<file path="src/pin_change_defines.vh">
// register map, field positions and reset values of the pin-change edge interrupt block
`ifndef PIN_CHANGE_DEFINES_VH
`define PIN_CHANGE_DEFINES_VH

// register indices on the plain register port
`define ADDR_W            4
`define ADDR_A_RISE       4'h0
`define ADDR_A_FALL       4'h1
`define ADDR_A_FLAGS      4'h2
`define ADDR_B_RISE       4'h3
`define ADDR_B_FALL       4'h4
`define ADDR_B_FLAGS      4'h5
`define ADDR_C_RISE       4'h6
`define ADDR_C_FALL       4'h7
`define ADDR_C_FLAGS      4'h8
`define ADDR_E_RISE       4'h9
`define ADDR_E_FALL       4'hA
`define ADDR_E_FLAGS      4'hB
`define ADDR_IRQ_ENABLE   4'hC
`define ADDR_IRQ_REQUEST  4'hD

// field positions
`define MASTER_EN_BIT     0
`define SUMMARY_BIT       0
`define PORT_E_PIN        3

// reset values and masks
`define REG_RESET         8'h00
`define PORT_E_MASK       8'h08
`define READ_ZERO         8'h00

`endif

</file>
<file path="src/pin_change_edge_interrupt.v">
// pin-change edge detection, per-pin flags, summary flag, interrupt and wake request
//
// Notes on behaviour
// interrupt output rises only while the master change enable bit is set.
// with master enable clear, edges still set flags but no interrupt.
// every change-capable pin has its own rising and falling detector.
// rise enable bit 1 enables rising detection on its pin, 0 disables.
// fall enable bit 1 enables falling detection on its pin, 0 disables.
// both enables set detects edges of either polarity.
// flag sets on enabled rising or enabled falling edge of its pin.
// summary flag is OR of all per-pin flags and is read-only.
// software clears any single flag by writing zero to it.
// edge seen during a flag write leaves that flag set afterwards.
// software clears flags with AND masking only bits it saw set.
// enabled edge wakes device from sleep when master enable is set.
// edges during sleep are recorded in flags on the same clock edge the wake request rises.
// flags set only by hardware, cleared only by software; zero means none.
// master-clear or low-voltage program enable removes port E pin 3 detection.
// ports A, B, C all eight pins; port E only bit 3, others read zero.
// each pin synchronised by two flops, edge from current versus previous sample.
//
// Chosen here: the plain strobed port and the address map.
`timescale 1ns/100ps
`include "pin_change_defines.vh"

module pin_change_edge_interrupt (
  // clock and reset
  input  wire                 sys_clk,
  input  wire                 srst,
  // register port
  input  wire [`ADDR_W-1:0]   reg_addr,
  input  wire [7:0]           reg_wdata,
  input  wire                 reg_wr,
  input  wire                 reg_rd,
  output reg  [7:0]           reg_rdata,
  // port pins
  input  wire [7:0]           port_a_pins,
  input  wire [7:0]           port_b_pins,
  input  wire [7:0]           port_c_pins,
  input  wire                 port_e_pin3,
  // configuration levels
  input  wire                 master_clear_pin_enable,
  input  wire                 low_voltage_program_enable,
  // system status and requests
  input  wire                 sleep_active,
  output reg                  change_irq,
  output reg                  wake_request
);

  // ==========================================================
  // helper functions

  // next flag value: hardware set wins over a software clear
  function [7:0] next_flags;
    input [7:0] cur;
    input [7:0] edges;
    input       wr_hit;
    input [7:0] wdata;
    begin
      if (wr_hit) begin
        next_flags = (cur & wdata) | edges; // see R9, see R10
      end else begin
        next_flags = cur | edges;
      end
    end
  endfunction

  // enabled edges from current and previous samples
  function [7:0] detect;
    input [7:0] cur;
    input [7:0] prev;
    input [7:0] rise_en;
    input [7:0] fall_en;
    begin
      // independent detectors per pin, either polarity when both set
      detect = (cur & ~prev & rise_en) | (~cur & prev & fall_en); // see R3, see R4, see R5
    end
  endfunction

  // one when any flag of any port is set
  function any_flag;
    input [7:0] a_f;
    input [7:0] b_f;
    input [7:0] c_f;
    input [7:0] e_f;
    begin
      any_flag = |{a_f, b_f, c_f, e_f};
    end
  endfunction

  // ==========================================================
  // registers

  reg [7:0] port_a_rise_enable_r;
  reg [7:0] port_a_fall_enable_r;
  reg [7:0] port_a_change_flags_r;
  reg [7:0] port_b_rise_enable_r;
  reg [7:0] port_b_fall_enable_r;
  reg [7:0] port_b_change_flags_r;
  reg [7:0] port_c_rise_enable_r;
  reg [7:0] port_c_fall_enable_r;
  reg [7:0] port_c_change_flags_r;
  reg [7:0] port_e_rise_enable_r;
  reg [7:0] port_e_fall_enable_r;
  reg [7:0] port_e_change_flags_r;
  reg       change_irq_master_enable_r;

  // synchronisers: first stage read only by second stage
  reg [7:0] a_meta_r;
  reg [7:0] a_sync_r;
  reg [7:0] a_prev_r;
  reg [7:0] b_meta_r;
  reg [7:0] b_sync_r;
  reg [7:0] b_prev_r;
  reg [7:0] c_meta_r;
  reg [7:0] c_sync_r;
  reg [7:0] c_prev_r;
  reg       e_meta_r;
  reg       e_sync_r;
  reg       e_prev_r;
  reg       mclr_meta_r;
  reg       mclr_sync_r;
  reg       lowv_meta_r;
  reg       lowv_sync_r;
  reg       sleep_meta_r;
  reg       sleep_sync_r;

  // ==========================================================
  // edge detection

  wire       e_disabled;
  wire [7:0] e_cur;
  wire [7:0] e_prev;
  wire [7:0] a_edges;
  wire [7:0] b_edges;
  wire [7:0] c_edges;
  wire [7:0] e_edges;
  wire [7:0] a_flags_nxt;
  wire [7:0] b_flags_nxt;
  wire [7:0] c_flags_nxt;
  wire [7:0] e_flags_nxt;
  wire       summary_nxt;

  // port E pin is lost to port use when either configuration is set
  assign e_disabled = mclr_sync_r | lowv_sync_r;
  assign e_cur      = {4'h0, e_sync_r, 3'h0};
  assign e_prev     = {4'h0, e_prev_r, 3'h0};

  assign a_edges = detect(a_sync_r, a_prev_r, port_a_rise_enable_r, port_a_fall_enable_r);
  assign b_edges = detect(b_sync_r, b_prev_r, port_b_rise_enable_r, port_b_fall_enable_r);
  assign c_edges = detect(c_sync_r, c_prev_r, port_c_rise_enable_r, port_c_fall_enable_r);
  // only bit 3 of port E can report
  assign e_edges = detect(e_cur, e_prev, port_e_rise_enable_r, port_e_fall_enable_r)
                   & (e_disabled ? `READ_ZERO : `PORT_E_MASK); // see R15

  assign a_flags_nxt = next_flags(port_a_change_flags_r, a_edges,
                                  reg_wr && (reg_addr == `ADDR_A_FLAGS), reg_wdata);
  assign b_flags_nxt = next_flags(port_b_change_flags_r, b_edges,
                                  reg_wr && (reg_addr == `ADDR_B_FLAGS), reg_wdata);
  assign c_flags_nxt = next_flags(port_c_change_flags_r, c_edges,
                                  reg_wr && (reg_addr == `ADDR_C_FLAGS), reg_wdata);
  assign e_flags_nxt = next_flags(port_e_change_flags_r, e_edges,
                                  reg_wr && (reg_addr == `ADDR_E_FLAGS), reg_wdata)
                       & `PORT_E_MASK;

  // summary of every flag in every port
  assign summary_nxt = any_flag(a_flags_nxt, b_flags_nxt, c_flags_nxt, e_flags_nxt);

  // ==========================================================
  // input synchronisers and previous samples

  // two flops per pin, then a previous sample for comparison
  always @(posedge sys_clk) begin
    if (srst) begin
      a_meta_r     <= `REG_RESET;
      a_sync_r     <= `REG_RESET;
      a_prev_r     <= `REG_RESET;
      b_meta_r     <= `REG_RESET;
      b_sync_r     <= `REG_RESET;
      b_prev_r     <= `REG_RESET;
      c_meta_r     <= `REG_RESET;
      c_sync_r     <= `REG_RESET;
      c_prev_r     <= `REG_RESET;
      e_meta_r     <= 1'b0;
      e_sync_r     <= 1'b0;
      e_prev_r     <= 1'b0;
      mclr_meta_r  <= 1'b0;
      mclr_sync_r  <= 1'b0;
      lowv_meta_r  <= 1'b0;
      lowv_sync_r  <= 1'b0;
      sleep_meta_r <= 1'b0;
      sleep_sync_r <= 1'b0;
    end else begin
      a_meta_r     <= port_a_pins;
      a_sync_r     <= a_meta_r;
      a_prev_r     <= a_sync_r;
      b_meta_r     <= port_b_pins;
      b_sync_r     <= b_meta_r;
      b_prev_r     <= b_sync_r;
      c_meta_r     <= port_c_pins;
      c_sync_r     <= c_meta_r;
      c_prev_r     <= c_sync_r;
      e_meta_r     <= port_e_pin3;
      e_sync_r     <= e_meta_r;
      e_prev_r     <= e_sync_r;
      mclr_meta_r  <= master_clear_pin_enable;
      mclr_sync_r  <= mclr_meta_r;
      lowv_meta_r  <= low_voltage_program_enable;
      lowv_sync_r  <= lowv_meta_r;
      sleep_meta_r <= sleep_active;
      sleep_sync_r <= sleep_meta_r;
    end
  end

  // ==========================================================
  // register writes and flag update

  // enables store on write; flags update every cycle
  always @(posedge sys_clk) begin
    if (srst) begin
      port_a_rise_enable_r       <= `REG_RESET;
      port_a_fall_enable_r       <= `REG_RESET;
      port_a_change_flags_r      <= `REG_RESET;
      port_b_rise_enable_r       <= `REG_RESET;
      port_b_fall_enable_r       <= `REG_RESET;
      port_b_change_flags_r      <= `REG_RESET;
      port_c_rise_enable_r       <= `REG_RESET;
      port_c_fall_enable_r       <= `REG_RESET;
      port_c_change_flags_r      <= `REG_RESET;
      port_e_rise_enable_r       <= `REG_RESET;
      port_e_fall_enable_r       <= `REG_RESET;
      port_e_change_flags_r      <= `REG_RESET;
      change_irq_master_enable_r <= 1'b0;
    end else begin
      port_a_change_flags_r <= a_flags_nxt;
      port_b_change_flags_r <= b_flags_nxt;
      port_c_change_flags_r <= c_flags_nxt;
      port_e_change_flags_r <= e_flags_nxt;
      if (reg_wr) begin
        case (reg_addr)
          `ADDR_A_RISE: begin
            port_a_rise_enable_r <= reg_wdata;
          end
          `ADDR_A_FALL: begin
            port_a_fall_enable_r <= reg_wdata;
          end
          `ADDR_B_RISE: begin
            port_b_rise_enable_r <= reg_wdata;
          end
          `ADDR_B_FALL: begin
            port_b_fall_enable_r <= reg_wdata;
          end
          `ADDR_C_RISE: begin
            port_c_rise_enable_r <= reg_wdata;
          end
          `ADDR_C_FALL: begin
            port_c_fall_enable_r <= reg_wdata;
          end
          `ADDR_E_RISE: begin
            port_e_rise_enable_r <= reg_wdata & `PORT_E_MASK;
          end
          `ADDR_E_FALL: begin
            port_e_fall_enable_r <= reg_wdata & `PORT_E_MASK;
          end
          `ADDR_IRQ_ENABLE: begin
            change_irq_master_enable_r <= reg_wdata[`MASTER_EN_BIT];
          end
          default: begin
          end
        endcase
      end
    end
  end

  // ==========================================================
  // interrupt and wake outputs

  // flags keep recording regardless; outputs gated by master enable
  always @(posedge sys_clk) begin
    if (srst) begin
      change_irq   <= 1'b0;
      wake_request <= 1'b0;
    end else begin
      change_irq   <= summary_nxt & change_irq_master_enable_r; // see R1
      // flag is in place the same edge the wake request rises
      wake_request <= summary_nxt & change_irq_master_enable_r & sleep_sync_r; // see R12
    end
  end

  // ==========================================================
  // register reads

  // read data one cycle after the strobe, zero otherwise
  always @(posedge sys_clk) begin
    if (srst) begin
      reg_rdata <= `READ_ZERO;
    end else if (reg_rd) begin
      case (reg_addr)
        `ADDR_A_RISE: begin
          reg_rdata <= port_a_rise_enable_r;
        end
        `ADDR_A_FALL: begin
          reg_rdata <= port_a_fall_enable_r;
        end
        `ADDR_A_FLAGS: begin
          reg_rdata <= port_a_change_flags_r;
        end
        `ADDR_B_RISE: begin
          reg_rdata <= port_b_rise_enable_r;
        end
        `ADDR_B_FALL: begin
          reg_rdata <= port_b_fall_enable_r;
        end
        `ADDR_B_FLAGS: begin
          reg_rdata <= port_b_change_flags_r;
        end
        `ADDR_C_RISE: begin
          reg_rdata <= port_c_rise_enable_r;
        end
        `ADDR_C_FALL: begin
          reg_rdata <= port_c_fall_enable_r;
        end
        `ADDR_C_FLAGS: begin
          reg_rdata <= port_c_change_flags_r;
        end
        `ADDR_E_RISE: begin
          reg_rdata <= port_e_rise_enable_r;
        end
        `ADDR_E_FALL: begin
          reg_rdata <= port_e_fall_enable_r;
        end
        `ADDR_E_FLAGS: begin
          reg_rdata <= port_e_change_flags_r;
        end
        `ADDR_IRQ_ENABLE: begin
          reg_rdata <= {7'h00, change_irq_master_enable_r};
        end
        // summary is status only; writes here are ignored
        `ADDR_IRQ_REQUEST: begin
          reg_rdata <= {7'h00, any_flag(port_a_change_flags_r, port_b_change_flags_r,
                                        port_c_change_flags_r, port_e_change_flags_r)};
        end
        default: begin
          reg_rdata <= `READ_ZERO;
        end
      endcase
    end else begin
      reg_rdata <= `READ_ZERO;
    end
  end

endmodule

</file>
<file path="config.mk">
export PLATFORM = sky130hd
export DESIGN_NAME = pin_change_edge_interrupt
export DESIGN_NICKNAME = d
export VERILOG_FILES = /design/src/pin_change_edge_interrupt.v
export VERILOG_INCLUDE_DIRS = /design/src
export SDC_FILE = /design/constraint.sdc
export NUM_CORES = 1
export LEC_CHECK = 0
export ABC_AREA = 1
export BUFFER_PORTS_ARGS = -buffer_cell sky130_fd_sc_hd__buf_4
export CORE_ASPECT_RATIO = 0.6
export CORE_UTILIZATION = 39
export DETAILED_ROUTE_END_ITERATION = 12
export PLACE_DENSITY_LB_ADDON = 0.1
export REMOVE_ABC_BUFFERS = 1
export SKIP_CTS_REPAIR_TIMING = 1
export SYNTH_ARGS = -nofsm -noshare
export SYNTH_HDL_FRONTEND = slang
export SYNTH_SLANG_ARGS = --single-unit
</file>
<file path="constraint.sdc">
create_clock -name sys_clk -period 1.6 [get_ports sys_clk]
set_input_delay 0.08 -clock sys_clk [delete_from_list [all_inputs] [get_ports sys_clk]]
set_output_delay 0.08 -clock sys_clk [all_outputs]
set_load 0.01 [all_outputs]
</file>
### Word level (Yosys, flattened, before mapping)

Index checks and enable logic that the tools add are counted.

* word-level logic and storage cells: 115
* register bits after elaboration: 167
* output and inout bits: 10

* equality and inequality tests: 13
* bitwise logic cells: 45
* mux-type cells: 6
* reductions and logical operators: 17

Operator list (number)
* 8-bit bitwise AND: 15
* 8-bit case mux with 14 select lines: 1
* 8-bit bitwise OR: 9
* 8-bit NOT: 6
* 32-bit OR reduction: 1
* 25-bit OR reduction: 1
* 4-bit bitwise AND: 6
* 4-bit == test (second input constant): 6
* 8-bit 2-to-1 mux: 3
* 2-bit AND reduction: 9
* 4-bit by 3-bit == test with 1-bit output (second input constant): 4
* 4-bit bitwise OR: 3
* 4-bit by 2-bit == test with 1-bit output (second input constant): 2
* 4-bit 2-to-1 mux: 2
* 4-bit NOT: 2
* 4-bit by 1-bit == test with 1-bit output (second input constant): 1
* 1-bit logical AND: 4
* 4-bit logical NOT: 1
* 1-bit bitwise AND: 2
* 2-bit OR reduction: 1
* 1-bit NOT: 1
* 1-bit bitwise OR: 1

### Depth between registers and ports, before layout

* depth after elaboration: 10
* depth in mapped cells: 14

### Least setup slack after synthesis

No wires, ideal clock.

* path type: input-to-reg
* start point: in reg_wr
* end point: reg wake_request
* library setup time: 111 ps
* stages on the path: 12
* arrival: 1126 ps
* data required time: 1489 ps
* slack: 363 ps
* cell sequence: buf_2 > inv_1 > nor2_4 > nand3_1 > a21oi_1 > nand2_1 > nor2_1 > nand2_1 > nor2_1 > nand3_1 > nand2_1 > nor2_1

* word-level cells in the longest chain between the ends: 5
* elaborated cells on any way between the ends: 11

Ends and longest elaborated chain
* start: declaration: line pin_change_edge_interrupt.v:33 `input wire reg_wr,`
* 1-bit logical AND (on tied branches)
* 8-bit 2-to-1 mux / 4-bit 2-to-1 mux (equally long branches): line pin_change_edge_interrupt.v:60 `if (wr_hit) begin`
* 25-bit OR reduction *: line pin_change_edge_interrupt.v:87 `any_flag = |{a_f, b_f, c_f, e_f};`
* 1-bit bitwise AND * (2 in a row): line pin_change_edge_interrupt.v:286 `wake_request <= summary_nxt & change_irq_master_enable_r & sleep_sync_r;`
* end signal: assignment: line pin_change_edge_interrupt.v:286
* end: declaration: line pin_change_edge_interrupt.v:47 `output reg wake_request`

Mark *: on every way between the ends. The rest lies on a longest branch, timed or not.
A chain may end at the register's enable or synchronous reset.

### Worst setup path in the final report

* start point: reg port_b_change_flags_r[2]
* end point: reg reg_rdata[0]

* word-level cells in the longest chain between the ends: 2

Ends and longest elaborated chain
* start: declaration: line pin_change_edge_interrupt.v:99 `reg [7:0] port_b_change_flags_r;`
* start signal: assignment: line pin_change_edge_interrupt.v:226 `` port_b_change_flags_r <= `REG_RESET; ``
* start signal: assignment: line pin_change_edge_interrupt.v:236 `port_b_change_flags_r <= b_flags_nxt;`
* 32-bit OR reduction: line pin_change_edge_interrupt.v:87
* 8-bit case mux with 14 select lines: line pin_change_edge_interrupt.v:298 `case (reg_addr)`
* end signal: assignment: line pin_change_edge_interrupt.v:296 `` reg_rdata <= `READ_ZERO; ``
* end signal: assignment: line pin_change_edge_interrupt.v:300 `reg_rdata <= port_a_rise_enable_r;`
* end signal: assignment: line pin_change_edge_interrupt.v:303 `reg_rdata <= port_a_fall_enable_r;`
* end: declaration: line pin_change_edge_interrupt.v:35 `output reg [7:0] reg_rdata,`

No other way between the ends.

==> run summary <==
HPWL Detailed -> 12500 um
Sequential-to-total area share from yosys stat -> 51.2%
Crit end category -> register
Clock Latency Late Sink -> 0.44 ns
CP max FO -> 3
CP peak stage delay -> 0.34 ns
Relative slew slack -> 61.2%
DR vias/cell -> 4.70
GR Util All Layers -> 22.1%
RSZ-0062 raised after global routing -> no
Row cnt -> 36
Clock tree buffer depth -> 2
Largest net degree at the start of global routing -> 118
Main synth FF type -> dfxtp_1
Cell chain of the critical path -> inv_1, nand4_1, nor3_1, nand4_1, nor2_1, nor2_1, nor2_1, nor2_1
Max rail drop VDD -> 0.000619 V
Post-synthesis cell area -> 0.00653 mm^2
Final antenna-violating net count -> 0
Core box area -> 0.0163 mm^2
H-tree Lvls -> 4
Cell seen most often among critical-path stages -> nor2_1
Crit share post-route -> 89.8%
Clock transition at path regs -> 0.07 ns
Worst EP required -> 1.91 ns
Vias in the first global route -> 5155
Worst path slowest cell -> dfxtp_1
CTS tree -> done
Die ar. -> 0.0173 mm^2
Status -> finished clean
Root buffer cell -> clkbuf_16
Share of cells above drive strength 1 -> 13.6%
P_leak -> 3.61 nW
Startpoint Class -> register
Cell Area, Placed -> 0.00739 mm^2
# IOs -> 54
Design Power -> 9.14 mW
I/O Buffers -> 53
Crit path kind -> register to register
Hold Violations, Final -> 0
Mean Syn Cell Area -> 7.43 um^2
Pre-CTS WS -> -0.0325 ns
First-pass GRT wire length -> 28600 um
Asr flop ratio synth -> 0%
Power density over cell area -> 1100 mW/mm^2
DR pass1 iterations -> 5
GR Overflow Total -> 0
# diodes -> 0
Die width -> 169 um
Initial antenna violation count -> 0
Seq cells post-synth -> 167
Residual DRC -> 0
Clk_skew -> 0.0154 ns
Critical path arrival -> 1.75 ns
Die height -> 102 um
Drt total wl -> 18000 um
Slew @ Worst Pin -> 0.582 ns
CTS sink cnt -> 167
TritonCTS buffer count -> 17
Design area -> 0.00831 mm^2
Area delta synth->final -> 27.3%
Worst min path class -> primary input to register
Routed wire per std cell -> 14.7 um
Min Tclk post-route -> 1.44 ns
Fin nets -> 1030
Fin. max-slew vios -> 0
Setup violations, final -> 0
Via count -> 5768
Max_cap viols -> 0
Initial Utilization -> 40.0%
Synth cell types -> 30
Fmax achieved -> 696 MHz
Syn Inst Count -> 879
EDFF count, synth -> 0
Placer Congestion -> 0.893
Post-route setup slack -> 0.164 ns
Syn. warnings -> 0
DR iter-0 viols -> 450
final timing paths:
kind                             from                       to  slack (ns)  depth (start not counted)
max reg2reg  port_b_change_flags_r[2]             reg_rdata[0]        0.16                          8
min reg2reg               a_meta_r[1]              a_sync_r[1]        0.39                          2
max          port_b_change_flags_r[2]             reg_rdata[0]        0.16                          8
min                      reg_wdata[4]  port_b_rise_enable_r[4]        0.02                          3
where the power goes:
group	internal [mW]	switching (mW)	leakage, nW	total, mW
combinational	0.259	0.359	1.95	0.618
clock	2.24	1.96	0.296	4.20
sequential	4.27	0.0480	1.36	4.32
total	6.77	2.37	3.61	9.14
area by class of cell:
class | instances | area (um^2)
Fill cell | 1637 | 8000
Inverter | 166 | 623
Tap cell | 228 | 285
Sequential cell | 167 | 3340
Clock buffer | 17 | 425
Multi-Input combinational cell | 516 | 2430
Timing Repair Buffer | 118 | 1020
Clock inverter | 15 | 178
metrics by stage:
| stage | cells | hold slack, ns | setup TNS (ns) | util, % |
|---|---|---|---|---|
| final | 1227 | 0.0176 | 0 | 51.0 |
| after global routing | 1227 | 0.0172 | 0 | 51.0 |
| after CTS | 1197 | -0.173 | 0 | 49.0 |
| after detailed placement | 1165 | 0.287 | -0.0634 | 45.3 |
| after global placement | 1165 | 0.283 | -0.0891 | 45.3 |
| after floorplan | 849 | 0.149 | 0 | - |
cell usage after synthesis (3+ instances only):
library cell / number / share of area, %
inv_2: 3 / 0.17
nor4_1: 6 / 0.57
inv_1: 163 / 9.4
dfxtp_1: 167 / 51
nand4_1: 8 / 0.77
nand3b_1: 7 / 0.80
nor2_1: 151 / 8.7
o221ai_1: 3 / 0.40
nand3_1: 28 / 2.1
a221oi_1: 9 / 1.2
o21ai_0: 51 / 3.9
buf_2: 8 / 0.61
a21oi_1: 89 / 6.8
nand2_1: 108 / 6.2
nor3_1: 18 / 1.4
nor2_2: 3 / 0.29
o22ai_1: 15 / 1.4
clkbuf_1: 17 / 0.98
a31oi_1: 9 / 0.86
worst max-delay path: cells and delay by family (launching register included):
family / cells / cell delay [ns]
flip-flops: 1 / 0.34
AND/OR/NAND/NOR: 7 / 0.89
buffers and inverters: 1 / 0.09
metal layers:
metal / global-route usage, % / vias to the layer above / part of all wire, %
met5: 0 / - / 0
li1: - / 3008 / -
met1: 33.5 / 2577 / 54
met4: 7.07 / 0 / 1.3
met2: 30.1 / 161 / 39
met3: 5.50 / 22 / 6.2
placed cells by master (no fill, tap or decap):
cell type | netlist | routed
clkinv_4 | 0 | 4
bufinv_16 | 0 | 1
inv_1 | 163 | 163
nor2_1 | 151 | 151
nand3b_1 | 7 | 7
inv_2 | 3 | 3
clkinv_8 | 0 | 2
a32o_1 | 1 | 1
nand4_1 | 8 | 8
nand2_1 | 108 | 107
nor2_2 | 3 | 3
buf_4 | 2 | 83
a211oi_1 | 2 | 2
a21oi_2 | 0 | 4
buf_12 | 0 | 5
inv_8 | 0 | 4
a41oi_1 | 1 | 1
dfxtp_1 | 167 | 167
clkbuf_16 | 0 | 17
a221oi_1 | 9 | 9
nor2_4 | 2 | 2
inv_6 | 0 | 4
nand2_4 | 1 | 1
nor3_1 | 18 | 18
a31oi_1 | 9 | 9
nor4_1 | 6 | 6
dlygate4sd3_1 | 0 | 30
nand3_1 | 28 | 28
o21ai_0 | 51 | 51
a21oi_1 | 89 | 85
nand2_2 | 2 | 3
o221ai_1 | 3 | 3
o2bb2ai_1 | 2 | 2
o22ai_1 | 15 | 15
kinds of logic after synthesis:
kind of cell    count (synthesis)  share of synthesized area, %
simple gates                  334                          21.6
buf+inv                       196                          11.8
compound gates                182                          15.4
flops                         167                          51.2
(Power assumes the default switching activity.)
